### config.mk
export PLATFORM = sky130hd
export DESIGN_NAME = protector_supervisor
export DESIGN_NICKNAME = d
export VERILOG_FILES = /design/src/supervisor_pkg.sv /design/src/comparator_group.sv /design/src/protector_supervisor.sv
export SDC_FILE = /design/constraint.sdc
export NUM_CORES = 1
export LEC_CHECK = 0
export ABC_AREA = 1
export BUFFER_PORTS_ARGS = -buffer_cell sky130_fd_sc_hd__buf_2
export CAP_MARGIN = 20
export CORE_UTILIZATION = 35
export CTS_CLUSTER_SIZE = 8
export DETAILED_ROUTE_END_ITERATION = 7
export HOLD_SLACK_MARGIN = 0.05
export PLACE_DENSITY = 0.6
export SYNTH_ARGS = -nofsm -noshare
export SYNTH_HDL_FRONTEND = slang
export SYNTH_HIERARCHICAL = 1
export SYNTH_SLANG_ARGS = --single-unit
### constraint.sdc
create_clock -name clock -period 1.61 [get_ports clock]
set_input_delay 0.161 -clock clock [delete_from_list [all_inputs] [get_ports clock]]
set_output_delay 0.161 -clock clock [all_outputs]
set_load 0.05 [all_outputs]
### src/supervisor_pkg.sv
package supervisor_pkg;
	// comparator group mode codes
	localparam logic [1:0] MODE_BIST_RR = 2'h0;
	localparam logic [1:0] MODE_PLAIN_RR = 2'h1;
	localparam logic [1:0] MODE_SINGLE_A = 2'h2;
	localparam logic [1:0] MODE_SINGLE_B = 2'h3;
	localparam int NUM_CHANNELS = 6;
	// clock rate and documented times
	localparam int CLOCK_HZ = 125000000;
	localparam int SLOT_NS = 1000;
	localparam int SLOT_CYCLES = (SLOT_NS * (CLOCK_HZ / 1000000)) / 1000;
	localparam int WAKE_HOLD_US = 2000;
	localparam int WAKE_HOLD_CYCLES = WAKE_HOLD_US * (CLOCK_HZ / 1000000);
	localparam int FAST_WD_NS = 1000;
	localparam int FAST_WD_CYCLES = (FAST_WD_NS * (CLOCK_HZ / 1000000)) / 1000;
	localparam int SLOW_WD_US = 100;
	localparam int SLOW_WD_CYCLES = SLOW_WD_US * (CLOCK_HZ / 1000000);
	// slow oscillator period window, in clock cycles per half period
	localparam int SLOW_HALF_MIN = 40;
	localparam int SLOW_HALF_MAX = 80;
	localparam int CNT_W = 20;

	// latched configuration of one comparator group
	typedef struct packed {
		logic [1:0] mode;
		logic [NUM_CHANNELS-1:0] chanEnables;
		logic thresholdMeas;
	} group_cfg_t;

	// status seen by one comparator group
	typedef struct packed {
		logic running;
		logic singleMode;
		logic bistActive;
		logic outputsMasked;
		logic [2:0] channel;
	} group_stat_t;
endpackage
### src/comparator_group.sv
`timescale 1ns/1ps
module comparator_group
	import supervisor_pkg::*;
(
	input wire logic clock,
	input wire logic rstn,
	input wire logic hold,
	input wire logic groupOn,
	input wire group_cfg_t cfgIn,
	input wire logic [NUM_CHANNELS-1:0] tripIn,
	output group_stat_t stat,
	output logic [NUM_CHANNELS-1:0] trips
);
	group_cfg_t cfg; // latched configuration
	group_cfg_t next_cfg;
	logic onPrev;
	logic next_onPrev;
	logic live; // latched by a real enable edge and still on
	logic next_live;
	logic [2:0] chan;
	logic [2:0] next_chan;
	logic [15:0] slotCnt;
	logic [15:0] next_slotCnt;
	logic bistCycle; // toggles each round in MODE_BIST_RR; bist on alternate rounds
	logic next_bistCycle;
	logic [NUM_CHANNELS-1:0] next_trips;
	logic single;
	logic [2:0] lowest;

	// lowest enabled channel, picked by priority
	always_comb begin
		lowest = 3'h0;
		for (int i = NUM_CHANNELS - 1; i >= 0; i--) begin
			if (cfg.chanEnables[i]) begin
				lowest = i[2:0];
			end
		end
	end

	assign single = (cfg.mode == MODE_SINGLE_A) ||
		(cfg.mode == MODE_SINGLE_B);

	// config latch, channel sequencing and trip capture
	always_comb begin
		next_onPrev = groupOn;
		next_live = live;
		next_cfg = cfg;
		next_chan = chan;
		next_slotCnt = slotCnt;
		next_bistCycle = bistCycle;
		next_trips = trips;
		// only a rising enable loads new settings
		if (groupOn && !onPrev) begin
			next_cfg = cfgIn;
			next_live = 1'b1;
			next_chan = 3'h0;
			next_slotCnt = 16'h0000;
			next_bistCycle = 1'b0;
			next_trips = '0;
		end else if (!groupOn || !live) begin
			// off, or parked until the enable is toggled again
			next_live = 1'b0;
			next_trips = '0;
		end else if (single) begin
			// parked on one channel, no cycling, no self-test
			next_chan = lowest;
			next_bistCycle = 1'b0;
			// masked while threshold is measured
			if (!cfg.thresholdMeas) begin
				next_trips[lowest] = tripIn[lowest];
			end
		end else begin
			if (slotCnt == 16'(SLOT_CYCLES - 1)) begin
				next_slotCnt = 16'h0000;
				if (chan == 3'(NUM_CHANNELS - 1)) begin
					next_chan = 3'h0;
					// default mode runs self-test every other round
					if (cfg.mode == MODE_BIST_RR) begin
						next_bistCycle = !bistCycle;
					end else begin
						next_bistCycle = 1'b0;
					end
				end else begin
					next_chan = chan + 3'h1;
				end
			end else begin
				next_slotCnt = slotCnt + 16'h0001;
			end
			if (cfg.chanEnables[chan]) begin
				next_trips[chan] = tripIn[chan];
			end
		end
		// reset holds everything but the enable level tracker at defaults
		if (hold) begin
			next_cfg = '0;
			next_chan = 3'h0;
			next_slotCnt = 16'h0000;
			next_bistCycle = 1'b0;
			next_trips = '0;
			// enable level still tracked, so no relatch without a toggle
			next_live = 1'b0;
		end
	end

	// registers only
	always_ff @(posedge clock or negedge rstn) begin
		if (!rstn) begin
			cfg <= '0;
			onPrev <= 1'b0;
			live <= 1'b0;
			chan <= 3'h0;
			slotCnt <= 16'h0000;
			bistCycle <= 1'b0;
			trips <= '0;
		end else begin
			cfg <= next_cfg;
			onPrev <= next_onPrev;
			live <= next_live;
			chan <= next_chan;
			slotCnt <= next_slotCnt;
			bistCycle <= next_bistCycle;
			trips <= next_trips;
		end
	end

	// status, combinational from registers and the enable input
	always_comb begin
		stat.running = groupOn && live;
		stat.singleMode = single;
		stat.bistActive = groupOn && live && !single && bistCycle;
		stat.outputsMasked = groupOn && live && single &&
			cfg.thresholdMeas;
		stat.channel = chan;
	end
endmodule

### src/protector_supervisor.sv
`timescale 1ns/1ps
module protector_supervisor
	import supervisor_pkg::*;
#(
	parameter int WAKE_HOLD = WAKE_HOLD_CYCLES,
	parameter int SLOW_WD = SLOW_WD_CYCLES
) (
	input wire logic clock,
	input wire logic rstn,
	input wire logic isStackDevice,
	input wire logic tempComparatorsOn,
	input wire logic voltComparatorsOn,
	input wire group_cfg_t tempCfg,
	input wire group_cfg_t voltCfg,
	input wire logic [NUM_CHANNELS-1:0] tempTrip,
	input wire logic [NUM_CHANNELS-1:0] voltTrip,
	input wire logic dieOverTemp,
	input wire logic dieBelowRelease,
	input wire logic cellConvDone,
	input wire logic dieAboveWarn,
	input wire logic fastOscillator,
	input wire logic slowOscillator,
	input wire logic supplyValid,
	input wire logic referenceValid,
	input wire logic bandgapValid,
	input wire logic softReset,
	input wire logic wakeTone,
	input wire logic wakePinLow,
	input wire logic wakeCommand,
	input wire logic clearThermalShutdown,
	input wire logic clearThermalWarning,
	input wire logic clearOscillatorFault,
	input wire logic clearResetOccurred,
	input wire logic [3:0] faultMask,
	output group_stat_t tempStat,
	output group_stat_t voltStat,
	output logic [NUM_CHANNELS-1:0] tempFaults,
	output logic [NUM_CHANNELS-1:0] voltFaults,
	output logic inShutdown,
	output logic discardTraffic,
	output logic digitalReset,
	output logic thermalShutdownFlag,
	output logic thermalWarningFlag,
	output logic oscillatorFaultFlag,
	output logic resetOccurredFlag,
	output logic faultOutputLow
);
	// power state kept only as much as shutdown needs
	typedef enum logic [1:0] {RUN, SHUT, WAKING} pstate_t;
	pstate_t pstate, next_pstate;
	logic next_thermalShutdownFlag, next_thermalWarningFlag;
	logic next_oscillatorFaultFlag, next_resetOccurredFlag;
	logic [CNT_W-1:0] fastCnt, next_fastCnt; // time since fast edge
	logic [CNT_W-1:0] slowCnt, next_slowCnt; // time since slow edge
	logic [CNT_W-1:0] wakeCnt, next_wakeCnt; // wake pin low time
	logic fastPrev, next_fastPrev, slowPrev, next_slowPrev;
	logic wakePrev, next_wakePrev;
	logic supplyHold, next_supplyHold; // supply-caused reset latch
	logic pulseReset, next_pulseReset; // registered reset from events, held while a watchdog stays tripped
	logic fastToggle, slowToggle, supplyBad, wakeReleaseLong;
	logic fastTimeout, slowTimeout, holdLogic;

	assign fastToggle = fastOscillator != fastPrev;
	assign slowToggle = slowOscillator != slowPrev;
	assign supplyBad = !supplyValid || !referenceValid || !bandgapValid;
	assign fastTimeout = fastCnt >= CNT_W'(FAST_WD_CYCLES);
	assign slowTimeout = slowCnt >= CNT_W'(SLOW_WD);
	// long low then release on a base device
	assign wakeReleaseLong = !isStackDevice && wakePrev && !wakePinLow &&
		(wakeCnt >= CNT_W'(WAKE_HOLD));
	// digital reset: supply latch or a registered event reset
	assign digitalReset = supplyHold || pulseReset;
	assign holdLogic = digitalReset || (pstate == SHUT);
	assign inShutdown = pstate == SHUT;
	// pending port traffic is dropped while shut down or reset
	assign discardTraffic = holdLogic;

	comparator_group tempGroup (
		.clock(clock),
		.rstn(rstn),
		.hold(holdLogic),
		.groupOn(tempComparatorsOn),
		.cfgIn(tempCfg),
		.tripIn(tempTrip),
		.stat(tempStat),
		.trips(tempFaults)
	);

	comparator_group voltGroup (
		.clock(clock),
		.rstn(rstn),
		.hold(holdLogic),
		.groupOn(voltComparatorsOn),
		.cfgIn(voltCfg),
		.tripIn(voltTrip),
		.stat(voltStat),
		.trips(voltFaults)
	);

	// watchdogs, wake pin timer and reset sources
	always_comb begin
		next_fastPrev = fastOscillator;
		next_slowPrev = slowOscillator;
		next_wakePrev = wakePinLow;
		next_fastCnt = fastToggle ? '0 : fastCnt;
		next_slowCnt = slowToggle ? '0 : slowCnt;
		// saturate so a dead clock keeps the watchdog tripped
		if (!fastToggle && !fastTimeout) begin
			next_fastCnt = fastCnt + CNT_W'(1);
		end
		if (!slowToggle && !slowTimeout) begin
			next_slowCnt = slowCnt + CNT_W'(1);
		end
		if (!wakePinLow) begin
			next_wakeCnt = '0;
		end else if (wakeCnt != '1) begin
			next_wakeCnt = wakeCnt + CNT_W'(1);
		end else begin
			next_wakeCnt = wakeCnt;
		end
		// supply reset released only when all three recover
		next_supplyHold = supplyBad;
		next_pulseReset = fastTimeout || slowTimeout || softReset ||
			(isStackDevice && wakeTone) || wakeReleaseLong;
	end

	// power state and sticky flags
	always_comb begin
		next_pstate = pstate;
		next_thermalShutdownFlag = thermalShutdownFlag;
		next_thermalWarningFlag = thermalWarningFlag;
		next_oscillatorFaultFlag = oscillatorFaultFlag;
		next_resetOccurredFlag = resetOccurredFlag;
		case (pstate)
			RUN: begin
				if (dieOverTemp) begin
					next_pstate = SHUT;
				end
			end
			SHUT: begin
				// wakeup honoured only once the die has cooled
				if (wakeCommand && dieBelowRelease) begin
					next_pstate = WAKING;
				end
			end
			WAKING: begin
				// a trip while starting up shuts down at once
				if (dieOverTemp) begin
					next_pstate = SHUT;
				end else begin
					next_pstate = RUN;
				end
			end
			default: begin
				next_pstate = RUN;
			end
		endcase
		// clears first so a same-cycle set wins
		if (clearThermalShutdown) begin
			next_thermalShutdownFlag = 1'b0;
		end
		if (clearThermalWarning) begin
			next_thermalWarningFlag = 1'b0;
		end
		if (clearOscillatorFault) begin
			next_oscillatorFaultFlag = 1'b0;
		end
		if (clearResetOccurred) begin
			next_resetOccurredFlag = 1'b0;
		end
		if (dieOverTemp) begin
			next_thermalShutdownFlag = 1'b1;
		end
		if (pstate != SHUT && cellConvDone && dieAboveWarn) begin
			next_thermalWarningFlag = 1'b1;
		end
		// half period outside the window flags the slow clock
		if (slowToggle && (slowCnt < CNT_W'(SLOW_HALF_MIN) ||
			slowCnt > CNT_W'(SLOW_HALF_MAX))) begin
			next_oscillatorFaultFlag = 1'b1;
		end
		if (slowTimeout) begin
			next_oscillatorFaultFlag = 1'b1;
		end
		if (digitalReset || pstate == WAKING) begin
			next_resetOccurredFlag = 1'b1;
		end
		// a digital reset wipes warning but keeps thermal and reset flags
		if (digitalReset) begin
			next_thermalWarningFlag = 1'b0;
		end
	end

	// fault line: silent in shutdown, flags shown once awake
	always_comb begin
		faultOutputLow = !((pstate == RUN) && !digitalReset && (
			(thermalShutdownFlag && !faultMask[0]) ||
			(thermalWarningFlag && !faultMask[1]) ||
			(oscillatorFaultFlag && !faultMask[2]) ||
			((|tempFaults || |voltFaults) && !faultMask[3])));
	end

	// registers only
	always_ff @(posedge clock or negedge rstn) begin
		if (!rstn) begin
			pstate <= RUN;
			thermalShutdownFlag <= 1'b0;
			thermalWarningFlag <= 1'b0;
			oscillatorFaultFlag <= 1'b0;
			resetOccurredFlag <= 1'b1; // power-up counts as a reset
			fastCnt <= '0;
			slowCnt <= '0;
			wakeCnt <= '0;
			fastPrev <= 1'b0;
			slowPrev <= 1'b0;
			wakePrev <= 1'b0;
			supplyHold <= 1'b0;
			pulseReset <= 1'b0;
		end else begin
			pstate <= next_pstate;
			thermalShutdownFlag <= next_thermalShutdownFlag;
			thermalWarningFlag <= next_thermalWarningFlag;
			oscillatorFaultFlag <= next_oscillatorFaultFlag;
			resetOccurredFlag <= next_resetOccurredFlag;
			fastCnt <= next_fastCnt;
			slowCnt <= next_slowCnt;
			wakeCnt <= next_wakeCnt;
			fastPrev <= next_fastPrev;
			slowPrev <= next_slowPrev;
			wakePrev <= next_wakePrev;
			supplyHold <= next_supplyHold;
			pulseReset <= next_pulseReset;
		end
	end
endmodule

# Word-level counts from Yosys, hierarchy flattened
# Index checks and enable logic that the tools add are counted.
[word_totals] reg_bits=145 input_bits=56 output_inout_bits=34 elab_cells=293
[classes] addsub=7 order_cmp=13 n_eq_ne=23 n_mux=114 reduce_logical=105
[op_table] op="2-to-1 mux 16 bit" count=10
[op_table] op="2-to-1 mux 20 bit" count=6
[op_table] op="2-to-1 mux 3 bit" count=24
[op_table] op="2-to-1 mux 6 bit" count=12
[op_table] op="adder 20 x 1 -> 20 bit (second input constant)" count=3
[op_table] op="2-to-1 mux 1 bit" count=41
[op_table] op="2-to-1 mux 9 bit" count=4
[op_table] op="adder 16 x 1 -> 16 bit (second input constant)" count=2
[op_table] op="== test 16 x 7 -> 1 bit (second input constant)" count=2
[op_table] op="logical AND 1 bit" count=32
[op_table] op="logical NOT 1 bit" count=25
[op_table] op="bitwise mux 6 bit" count=4
[op_table] op=">= comparator 20 x 14 -> 1 bit (second input constant)" count=1
[op_table] op=">= comparator 20 x 18 -> 1 bit (second input constant)" count=1
[op_table] op=">= comparator 20 x 7 -> 1 bit (second input constant)" count=1
[op_table] op="greater-than comparator 20 x 7 -> 1 bit (second input constant)" count=1
[op_table] op="less-than comparator 20 x 6 -> 1 bit (second input constant)" count=1
[op_table] op="!= test 20 bit (second input constant)" count=1
[op_table] op="binary-select mux 1 bit (select 3 bit)" count=6
[op_table] op="logical OR 1 bit" count=18
[op_table] op="less-than comparator 3 x 4 -> 1 bit (second input constant)" count=4
[op_table] op="nonzero test 4 bit" count=4
[op_table] op="AND reduction 2 bit" count=7
[op_table] op="demux 1 bit (select 3 bit)" count=4
[op_table] op="19 further kinds" count=48

# Depth between registers and ports, before layout
# Gate-level depths: netlist (run 1).
[logic_depth] depth_word=16 depth_mapped=14 depth_no_buf=14

# By module
# The synthesis (run 1) kept the hierarchy.
[modules_own_cells] module="protector_supervisor" instances=1 cells_each=517 area_per_inst_um2=3947.5
[modules_own_cells] module="comparator_group at tempGroup" instances=1 cells_each=344 area_per_inst_um2=2403.6
[modules_own_cells] module="comparator_group at voltGroup" instances=1 cells_each=340 area_per_inst_um2=2376.0

# Least setup slack after synthesis (run 1)
# Ideal clock, no wire load.
[synth_timing] kind="register to register" startpoint="register pstate[1]" endpoint="register tempGroup.slotCnt[11]" setup_time_ps=122 t_arrival_ps=2603 t_required_ps=1488 slack_ps=-1115 path_stages_with_launch=12 period_less_slack_ps=2725 cell_sequence="dfrtp_1 nor2_1 inv_1 nand2_1 nor2_4 nand2_4 inv_6 nor2_2 nand2_1 nor2_2 xor2_1 nor2_1"
[synth_between] elab_chain_cells=4 word_cells_on_any_way=6 cone_classes="3 x eq/ne; 1 x mux; 2 x reduce/logical"
[synth_lines] element="start: declaration" line="protector_supervisor.sv:50" source="pstate_t pstate, next_pstate;"
[synth_lines] element="start signal: assignment" line="protector_supervisor.sv:220" source="pstate <= next_pstate;"
[synth_lines] element="== test 2 x 1 -> 1 bit *"
[synth_lines] element="named net inShutdown" line="protector_supervisor.sv:39" source="output logic inShutdown,"
[synth_lines] element="logical OR 1 bit *" line="protector_supervisor.sv:73" source="assign holdLogic = digitalReset || (pstate == SHUT);"
[synth_lines] element="named net discardTraffic" line="protector_supervisor.sv:40" source="output logic discardTraffic,"
[synth_lines] element="!= test 3 bit (no source line) / != test 3 x 2 -> 1 bit (equally long branches)"
[synth_lines] element="AND reduction 2 bit (no source line)"
[synth_lines] element="end signal: assignment" line="comparator_group.sv:120" source="slotCnt <= next_slotCnt;"
[synth_lines] element="end: declaration" line="comparator_group.sv:22" source="logic [15:0] slotCnt;"
# Mark *: on every way through the listed nets, which the timed path passes. The rest lies on a longest branch.
# A chain may end at the register's enable or synchronous reset.

# Final worst setup path (run 1)
[layout_timing] startpoint="register pstate[0]" endpoint="register tempGroup.slotCnt[12]"
[layout_between] elab_chain_cells=4 word_cells_on_any_way=6 cone_classes="3 x eq/ne; 1 x mux; 2 x reduce/logical"
[layout_lines] element="== test 2 x 1 -> 1 bit *" line="protector_supervisor.sv:73"
[layout_lines] element="logical OR 1 bit *" line="protector_supervisor.sv:73"
[layout_lines] element="!= test 3 bit (no source line) / != test 3 x 2 -> 1 bit (equally long branches)"
[layout_lines] element="AND reduction 2 bit (no source line)"
# Every way passes the cells marked *; elsewhere a longest branch is shown, timed or not.

==> results of run 1 <==
-- routing by layer --
layer  up-vias  global-route usage
li1       4395                   -
met1      4087               0.265
met2       221               0.326
met3        29              0.0351
met4         2              0.0429
met5         -                   0
-- cells by family (layout without fill, tap and decap cells) --
logic type / count (synthesis) / count (layout) / synth area share
and+or+nand+nor: 683 / 685 / 0.363
AOI/OAI and AO/OA: 148 / 148 / 0.0956
adders and majority gates: 11 / 11 / 0.0158
DFF: 145 / 145 / 0.416
buffers and inverters: 195 / 462 / 0.0900
xor gates and xnor gates: 19 / 19 / 0.0199
-- flip-flops by register name, summed over array words and instances, names as in the netlist, 2 cells and up --
name / flops
fastCnt: 20
pstate: 2
slowCnt: 20
tempGroup/cfg: 9
tempGroup/chan: 3
tempGroup/slotCnt: 16
tempGroup/trips: 6
voltGroup/cfg: 9
voltGroup/chan: 3
voltGroup/slotCnt: 16
voltGroup/trips: 6
wakeCnt: 20
-- worst max path at each step --
| stage | from | to | slack (ns) | cells past startpoint |
|---|---|---|---|---|
| 2_1_floorplan | pstate[0] | voltGroup/slotCnt[15] | -0.23 | 13 |
| 3_3_place_gp | pulseReset | voltGroup/trips[0] | -0.07 | 10 |
| 3_5_place_dp | pstate[0] | voltGroup/trips[2] | -0.11 | 12 |
| 4_1_cts | tempGroup/trips[0] | faultOutputLow | -0.12 | 6 |
| 5_1_grt | tempGroup/trips[1] | faultOutputLow | -0.20 | 6 |
| 6_report | pstate[0] | tempGroup/slotCnt[12] | -0.09 | 13 |
-- through the flow --
stage	std cells	hold WS [ns]	area [µm²]	setup WS, ns	TNS, ns
CTS	1762	0.0512	11600	-0.117	-0.819
floorplan	1201	-0.135	8830	-0.226	-4.74
global placement	1680	0.0964	10300	-0.0707	-0.734
global route	1794	0.0563	12500	-0.198	-4.42
detailed placement	1680	0.0923	10300	-0.112	-1.49
finish	1794	0.0543	12500	-0.0897	-0.949
-- cell usage after synthesis, drive strengths merged, types with 6 or more instances --
cell	n
xor2	13
ha	11
o21ai	83
buf	10
nand3	125
nor2	180
inv	173
nand2	300
clkbuf	10
dfrtp	144
o22ai	10
nand4	26
nor3	35
a21oi	34
xnor2	6
-- timing repair --
item                                   in CTS  in global routing
pin swaps                                  31                 68
gates cloned                                2                  0
buffers inserted                           16                 32
setup endpoints to repair                  45                 77
endpoints found under the hold margin     173                  2
hold buffers                               32                  3
gates resized for setup                    75                173
-- final cells by class --
cell class | count | area, µm²
inverters | 175 | 711
fillers | 2294 | 11900
repair buffers | 255 | 2020
clock buffers | 19 | 443
flip-flops and latches | 145 | 3640
multi-input cells | 863 | 5100
well taps | 324 | 405
clock inverters | 13 | 184
-- worst max-delay path: cells and delay by family (launching register included) --
kind,cells,cell delay (ns)
AOI/OAI and AO/OA,1,0.06
buffers and inverters,5,0.60
and+or+nand+nor,7,0.55
DFF,1,0.39
-- where the power goes --
part           internal, mW  switching, mW  total, mW
clock                  2.64           1.65       4.29
sequential             3.73         0.0798       3.81
combinational         0.559          0.723       1.28
==> run metrics, run 1 <==
Crit-path slowest cell=dfrtp_1; highest metal used=met5; Avg WL per Cell=between 10 and 15 µm; DRC=0; first-pass GRT wire length=just over 40 mm; critical-path cell list=inv_2 -> nor2_4 -> inv_2 -> nand2_8 -> nor2_4 -> buf_12 -> nand2_8 -> buf_4 -> buf_6 -> nand2_4 -> nor2_2 -> nand3_1 -> o21ai_1; worst-path fanout max=4; Final Max Tran Viols=0; vias in the first global route=about 8400; Final Power=roughly 9.4 mW; WL met2=about 12 mm; Mapped Cells=~1200; RSZ-0062 raised after global routing=yes; hold depth=2; # clock sinks=about 150; CTS buffer count=17; Routed Antenna Nets=0; most common cell after layout, fill and taps aside=nand2_1; IO Pins=90; Metal-1 WL=11.5 mm; Worst Skew=around 0.0095 ns; type of destination of the critical path=flip-flop; Top FF cell, synth=dfrtp_1; FF-to-FF End=tempGroup/slotCnt[12]; worst r2r path cells=13; critical path required time=between 1.5 and 2 ns; area leader, netlist=dfrtp_1; commonest cells after routing, fill and taps aside=247 x nand2_1, 137 x dfrtp_1, 131 x inv_1; clock latency on the worst-skew pair=between 0.4 and 0.5 ns; Core Area=between 20000 and 25000 µm²; hpwl dp=between 15 and 20 mm; register area share after synthesis=0.416; Pleak=about 5.9 nW; area of the mapped netlist=approximately 8700 µm²; Hold/Removal Path Class=primary input to flip-flop; Die H=160 µm; critical path type=flip-flop to flip-flop; startpoint types=flip-flop; row count=57; Crit Reg-Reg Startpoint=pstate[0]; final setup vio count=28; Final WS setup=-0.0897 ns; Vias=between 8000 and 9000; largest net degree at the start of global routing=36; final WL=~25 mm; met3 wire length=between 1 and 1.5 mm; Netlist cell types=52; H-tree depth=4; Final Hold Fails=0; initial antenna violation count=1; count of flip-flops with a built-in enable after synthesis=0; CTS tree=built; Cell Pwr Density=approximately 750 nW/µm²; Max VDD drop=roughly 0.54 mV; syn nets=between 1000 and 1500; Least-Margin Pin Slew=between 0.3 and 0.4 ns; R2R setup slack=-0.09 ns; CTS max path bufs=2; HP Start=referenceValid; total track usage=0.196; normalized max-slew margin=0.733; failing checks=setup timing; Synth area leaders=dfrtp_1 41%, nand2_1 12%, nand3_1 6.8%; Hold EP=supplyHold; mean post-synth cell area=just over 7 µm²; Final Cycle Share=1.06; Ant. Diodes=0; top cell type's share of synthesized area=0.413; port buffer count=89; root buf cell=clkbuf_16; fin crit period=~1.7 ns; fmax=slightly below 0.6 GHz; status=finished with violations; layout overhead on the synthesized area=43.3%; Crit path largest cell delay=around 0.39 ns; layout cell share with drive strength beyond 1=0.346; Via density=4.87; Congestion Overflow GR=0; Synth warnings=6; utilization of the core after routing=0.513; number of DRC markers in iteration 0=roughly 480; DR pass1 iterations=5; DIE AREA=between 20000 and 30000 µm²; Yosys reg bits=between 100 and 150; Final nets=about 1500; max cap viols=0; clock slew at reported path FFs=approximately 0.06 ns; critical path arrival=roughly 2.0 ns; Routability Congestion=between 0.9 and 1; Initial Utilization=0.358; Die X=~160 µm; FFs w/ async S/R, synth=1.00
Note: power is estimated with default switching activity, not from simulation.
==> run 2, diff against run 1 <==
Settings changed: CAP_MARGIN 20 to not set, SYNTH_HIERARCHICAL 1 to not set.
==> run 2 against run 1 <==
The run still ends with setup timing left. Fmax shrank 7.9%. Via count rose by 0.11%. Sequential power is 1% lower. Sequential cell count stayed put. Synthesized cell count shrank 3.9%. Power fell by 9.0%. Clock power fell by 12%. Utilization is 1.5 points higher. Cell area is 0.26% higher. Critical endpoint is now faultOutputLow. Largest power group unchanged.
==> run metrics, run 2 <==
Final Hold Fails=0; Switch Pwr=between 2 and 2.5 mW; Netlist cell types=between 50 and 60; Avg WL per Cell=approximately 14 µm; final setup vio count=29; critical path arrival=approximately 1.7 ns; critical-path cell list=nor2_2 -> nand4_1 -> nor2_1 -> buf_4 -> o21ai_2 -> nand2_1 -> buf_6; HP Start=isStackDevice; port buffer count=89; Top FF cell, synth=dfrtp_1; initial antenna violation count=0; critical path required time=about 1.5 ns; failing checks=setup timing; utilization of the core after routing=0.528; Flop pwr share=0.442; Least-Margin Pin Slew=roughly 0.47 ns; Crit-path slowest cell=dfrtp_1; vias in the first global route=between 8000 and 9000; syn nets=1221; DIE AREA=roughly 25000 µm²; Yosys reg bits=145; CTS tree=built; Congestion Overflow GR=0; critical path type=flip-flop to output pin; Synth warnings=0; placed inst area=between 10000 and 15000 µm²; layout cell share with drive strength beyond 1=0.357; Synth area leaders=dfrtp_1 42%, nand2_1 9.6%, inv_1 7.2%; type of destination of the critical path=output pin; # clock sinks=roughly 150; hpwl dp=between 15 and 20 mm; clock share of power=0.443; register area share after synthesis=0.424; commonest cells after routing, fill and taps aside=180 x nand2_1, 157 x buf_4, 145 x inv_1; layout overhead on the synthesized area=46.3%; Worst Skew=approximately 0.0095 ns; Core Area=23800 µm²; total track usage=0.204; leading cell types by count after synthesis=219 x nand2_1, 165 x inv_1, 145 x nor2_1; clock latency on the worst-skew pair=~0.43 ns; Final Cycle Share=1.15; Crit Reg-Reg Startpoint=pulseReset; row count=56; max cap viols=0; mean post-synth cell area=7.43 µm²; Crit path largest cell delay=0.40 ns; fmax=about 0.54 GHz; switch share=0.281; most numerous cell in the Yosys netlist=nand2_1; Die H=approximately 160 µm; Initial Utilization=0.361; worst-path fanout max=2; Vias=8744; Ant. Diodes=0; Mapped Cells=between 1000 and 1500; clock slew at reported path FFs=about 0.07 ns; Die X=approximately 160 µm; area leader, netlist=dfrtp_1; normalized max-slew margin=0.689; top flop regs=fastCnt x20, slowCnt x20, wakeCnt x20; Internal=between 6 and 7 mW; Final WS setup=-0.235 ns; Final TNS setup=-2.19 ns; Hold EP=pulseReset; count of flip-flops with a built-in enable after synthesis=0; DR pass1 iterations=6; FFs w/ async S/R, synth=1.00; Via density=approximately 4.9; Fillers=2252; post-route cell area=between 10000 and 15000 µm²; H-tree depth=4; Final Max Tran Viols=0; largest net degree at the start of global routing=42; root buf cell=clkbuf_16; IO Pins=90; top cell type's share of synthesized area=0.420; fin crit period=around 1.8 ns; status=finished with violations; hold depth=4; DRC=0; area of the mapped netlist=between 8000 and 9000 µm²; Cell Pwr Density=a little under 700 nW/µm²; Routability Congestion=approximately 0.89; combinational power share=0.116; worst r2r path cells=10; Hold/Removal Path Class=primary input to flip-flop; first-pass GRT wire length=40.3 mm; final WL=25.6 mm; number of DRC markers in iteration 0=510; Max VDD drop=0.525 mV; Worst Setup SP=tempGroup.trips[5]; startpoint types=flip-flop; most common cell after layout, fill and taps aside=nand2_1; R2R setup slack=-0.17 ns; FF-to-FF End=voltGroup.slotCnt[6]; Pleak=about 5.9 nW; Routed Antenna Nets=0; Final nets=1529; RSZ-0062 raised after global routing=yes; CTS buffer count=17; CTS max path bufs=2
-- run 2: cell types whose count changed after synthesis, sizes merged, moves of 4 or more --
cell,previous run,this run
nand2,300,233
o21ai,83,104
nor2,180,164
nand3,125,112
xor2,13,26
nor3,35,45
nand4,26,35
o22ai,10,3
a22oi,4,0
nor4,1,5
-- run 2: worst max-delay path by stage --
stage	cells after the start	endpoint
final	7	faultOutputLow
after global routing	7	faultOutputLow
after CTS	7	faultOutputLow
after detailed placement	11	wakeCnt[14]
after global placement	11	voltGroup.trips[3]
after floorplan	11	tempGroup.trips[3]
-- run 2: worst max-delay path, delay by kind of cell, from the launching register on --
family / cells / cell delay, ns
simple gates: 4 / 0.51
buf+inv: 2 / 0.30
compound gates: 1 / 0.05
flops: 1 / 0.40
-- run 2: layout make-up --
cell class	instances	area (µm²)	area share
multi-input cells	812	4820	0.384
flip-flops and latches	145	3640	0.291
repair buffers	309	2420	0.193
inverters	176	691	0.0551
clock buffers	17	425	0.0339
well taps	319	399	0.0318
clock inverters	15	126	0.0101
repair inverters	1	11.3	0.000898
-- run 2: kinds of logic after synthesis --
kind of cell	count (synthesis)	share of synthesized area
AND/OR/NAND/NOR	612	0.339
AO/OA/AOI/OAI	160	0.100
buffers and inverters	197	0.0904
flip-flops	145	0.424
adder cells (fa/ha/maj)	11	0.0161
XOR/XNOR	29	0.0305
-- run 2: timing repair --
item / CTS / global route
gates cloned: 1 / 0
setup endpoints to repair: 29 / 85
pin swaps: 15 / 77
gates resized for setup: 60 / 213
endpoints found under the hold margin: 106 / 0
hold buffers: 37 / 0
buffers inserted: 11 / 43
-- run 2: power by group through the flow --
| stage | Clock (mW) | Combinational (mW) | Sequential, mW |
|---|---|---|---|
| floorplan | 0 | 0.372 | 3.85 |
| CTS | 3.87 | 0.897 | 3.77 |
| global route | 3.99 | 1.10 | 3.78 |
| global placement | 0 | 0.778 | 3.83 |
| finish | 3.78 | 0.986 | 3.77 |
| detailed placement | 0 | 0.782 | 3.83 |
-- run 2: per-stage QoR --
step	power [mW]	setup slack (ns)	hold WS, ns	cells
after global routing	8.86	-0.349	0.0877	1794
after floorplan	4.22	-0.0101	-0.135	1154
after CTS	8.54	-0.282	0.0656	1754
final	8.54	-0.235	0.0844	1794
after global placement	4.61	-0.0482	0.136	1673
after detailed placement	4.62	-0.0594	0.133	1673
-- run 2: layer usage --
layer,global-route usage,vias to the layer above,wire length [µm]
met5,0,-,0
met4,0.0522,0,339
met3,0.0465,32,1200
met2,0.344,182,12600
met1,0.262,4152,11500
li1,-,4378,-
==> run 3, diff against run 2 <==
Settings changed: REMOVE_ABC_BUFFERS set to 1.
==> run 3 against run 2 <==
The run still ends with setup timing left. Cell area shrank 1.2%. Count of clock-buffer cells in the layout grew 2. Clock skew is essentially flat. Non-clock buffer count shrank 10. Global-route usage shrank 0.97 points. Clock power grew 4%. Sequential cell count is the same. Setup slack gained 0.14 ns. Die area is the same. Fmax grew 8.0%.
==> run metrics, run 3 (same netlist as run 2, synthesis figures left out) <==
Hold EP=pstate[0]; Final nets=around 1500; Final Cycle Share=1.06; Fillers=2198; initial antenna violation count=1; hold depth=4; critical path required time=1.45 ns; Routability Congestion=roughly 0.95; DRC=0; Crit path largest cell delay=between 0.3 and 0.4 ns; utilization of the core after routing=0.521; failing checks=setup timing; Final Hold Fails=0; Flop pwr share=0.435; Final TNS setup=-0.597 ns; commonest cells after routing, fill and taps aside=183 x nand2_1, 159 x buf_4, 145 x inv_1; critical path type=flip-flop to output pin; type of destination of the critical path=output pin; Final WS setup=-0.0978 ns; normalized max-slew margin=0.698; clock latency on the worst-skew pair=about 0.44 ns; FF-to-FF End=voltGroup.slotCnt[10]; port buffer count=89; startpoint types=flip-flop; critical path arrival=approximately 1.6 ns; critical-path cell list=nor2_2 -> nand4_1 -> nor2_4 -> o21ai_1 -> nand2_1 -> buf_6; combinational power share=0.112; layout overhead on the synthesized area=44.5%; root buf cell=clkbuf_16; Worst Skew=~0.0097 ns; CTS buffer count=17; placed insts=roughly 1700; DR pass1 iterations=5; hpwl dp=17.0 mm; number of DRC markers in iteration 0=between 400 and 500; switch share=0.281; worst-path fanout max=2; Avg WL per Cell=13.6 µm; Switch Pwr=roughly 2.4 mW; Least-Margin Pin Slew=around 0.45 ns; layout cell share with drive strength beyond 1=0.349; Final Max Tran Viols=0; DIE AREA=roughly 25000 µm²; Crit-path slowest cell=dfrtp_1; Pleak=5.85 nW; Die X=158 µm; HP Start=wakeCommand; Internal=approximately 6.2 mW; Cell Pwr Density=around 700 nW/µm²; Ant. Diodes=0; clock slew at reported path FFs=roughly 0.06 ns; Hold/Removal Path Class=primary input to flip-flop; Via density=roughly 4.9; first-pass GRT wire length=38.7 mm; Routed Antenna Nets=0; placed inst area=around 10000 µm²; # clock sinks=around 150; post-route cell area=12400 µm²; Layout Cells excl Fill=about 1800; final hold slack=approximately 0.13 ns; Vias=8676; Worst Setup SP=tempGroup.trips[0]; CP delay by family, top=simple AND/OR/NAND/NOR gates; status=finished with violations; area of the multi-input gates=between 4000 and 5000 µm²; Reg area=between 3000 and 4000 µm²; most common cell after layout, fill and taps aside=nand2_1; H-tree depth=4; Max VDD drop=about 0.71 mV; fin crit period=~1.7 ns; Core Area=23800 µm²; Die H=between 150 and 200 µm; top flop regs=fastCnt x20, slowCnt x20, wakeCnt x20; Place WS=-0.0900 ns; largest net degree at the start of global routing=40; final WL=about 24 mm; IO Pins=90; vias in the first global route=8320; R2R setup slack=-0.07 ns; fmax=around 0.59 GHz; max cap viols=0; Initial Utilization=0.361; WP buf/inv=1; CTS max path bufs=2; final setup vio count=19; Congestion Overflow GR=0; CTS tree=built; worst r2r path cells=9; row count=56; Crit Reg-Reg Startpoint=pulseReset; Final Power=approximately 8.7 mW; clock share of power=0.454; total track usage=0.194; RSZ-0062 raised after global routing=yes
## run 3: layout make-up
cell class	instances	share of cell area
multi-input cells	812	0.389
flip-flops and latches	145	0.294
repair buffers	299	0.182
inverters	176	0.0556
clock buffers	19	0.0366
well taps	319	0.0322
clock inverters	13	0.0102
repair inverters	1	0.000505
## run 3: power groups by stage
stage | logic, mW | clock network, mW | registers [mW]
CTS | 0.888 | 4.01 | 3.76
floorplan | 0.349 | 0 | 3.85
finish | 0.971 | 3.94 | 3.77
global route | 1.08 | 4.18 | 3.78
global placement | 0.766 | 0 | 3.83
detailed placement | 0.774 | 0 | 3.83
## run 3: how the worst max path moves through the flow
stage | end | slack, ns | depth (start not counted)
floorplan | tempGroup.trips[3] | -0.53 | 11
global placement | tempGroup.trips[1] | -0.07 | 12
detailed placement | voltGroup.trips[2] | -0.09 | 9
CTS | faultOutputLow | -0.15 | 6
global route | voltGroup.trips[2] | -0.18 | 11
finish | faultOutputLow | -0.1 | 6
## run 3: timing repair
action / CTS / global route
hold buffers: 39 / 0
setup endpoints to repair: 33 / 96
endpoints found under the hold margin: 130 / 0
gates cloned: 1 / 0
pin swaps: 14 / 60
gates resized for setup: 62 / 207
buffers inserted: 21 / 26
## run 3: worst register-to-register path: stages (launching register included)
cell and delay (ns):
dfrtp_1 0.41, nor2_4 0.18, nand2_8 0.11, nor2_8 0.14, inv_6 0.07, nor2_8 0.17
inv_8 0.07, nand2_8 0.08, clkinvlp_4 0.21, nor3_4 0.18
## run 3: per-layer routing
metal,GRT usage,share of wire
met2,0.327,0.49
met3,0.0346,0.042
met4,0.0600,0.016
met1,0.252,0.45
met5,0,0.00054
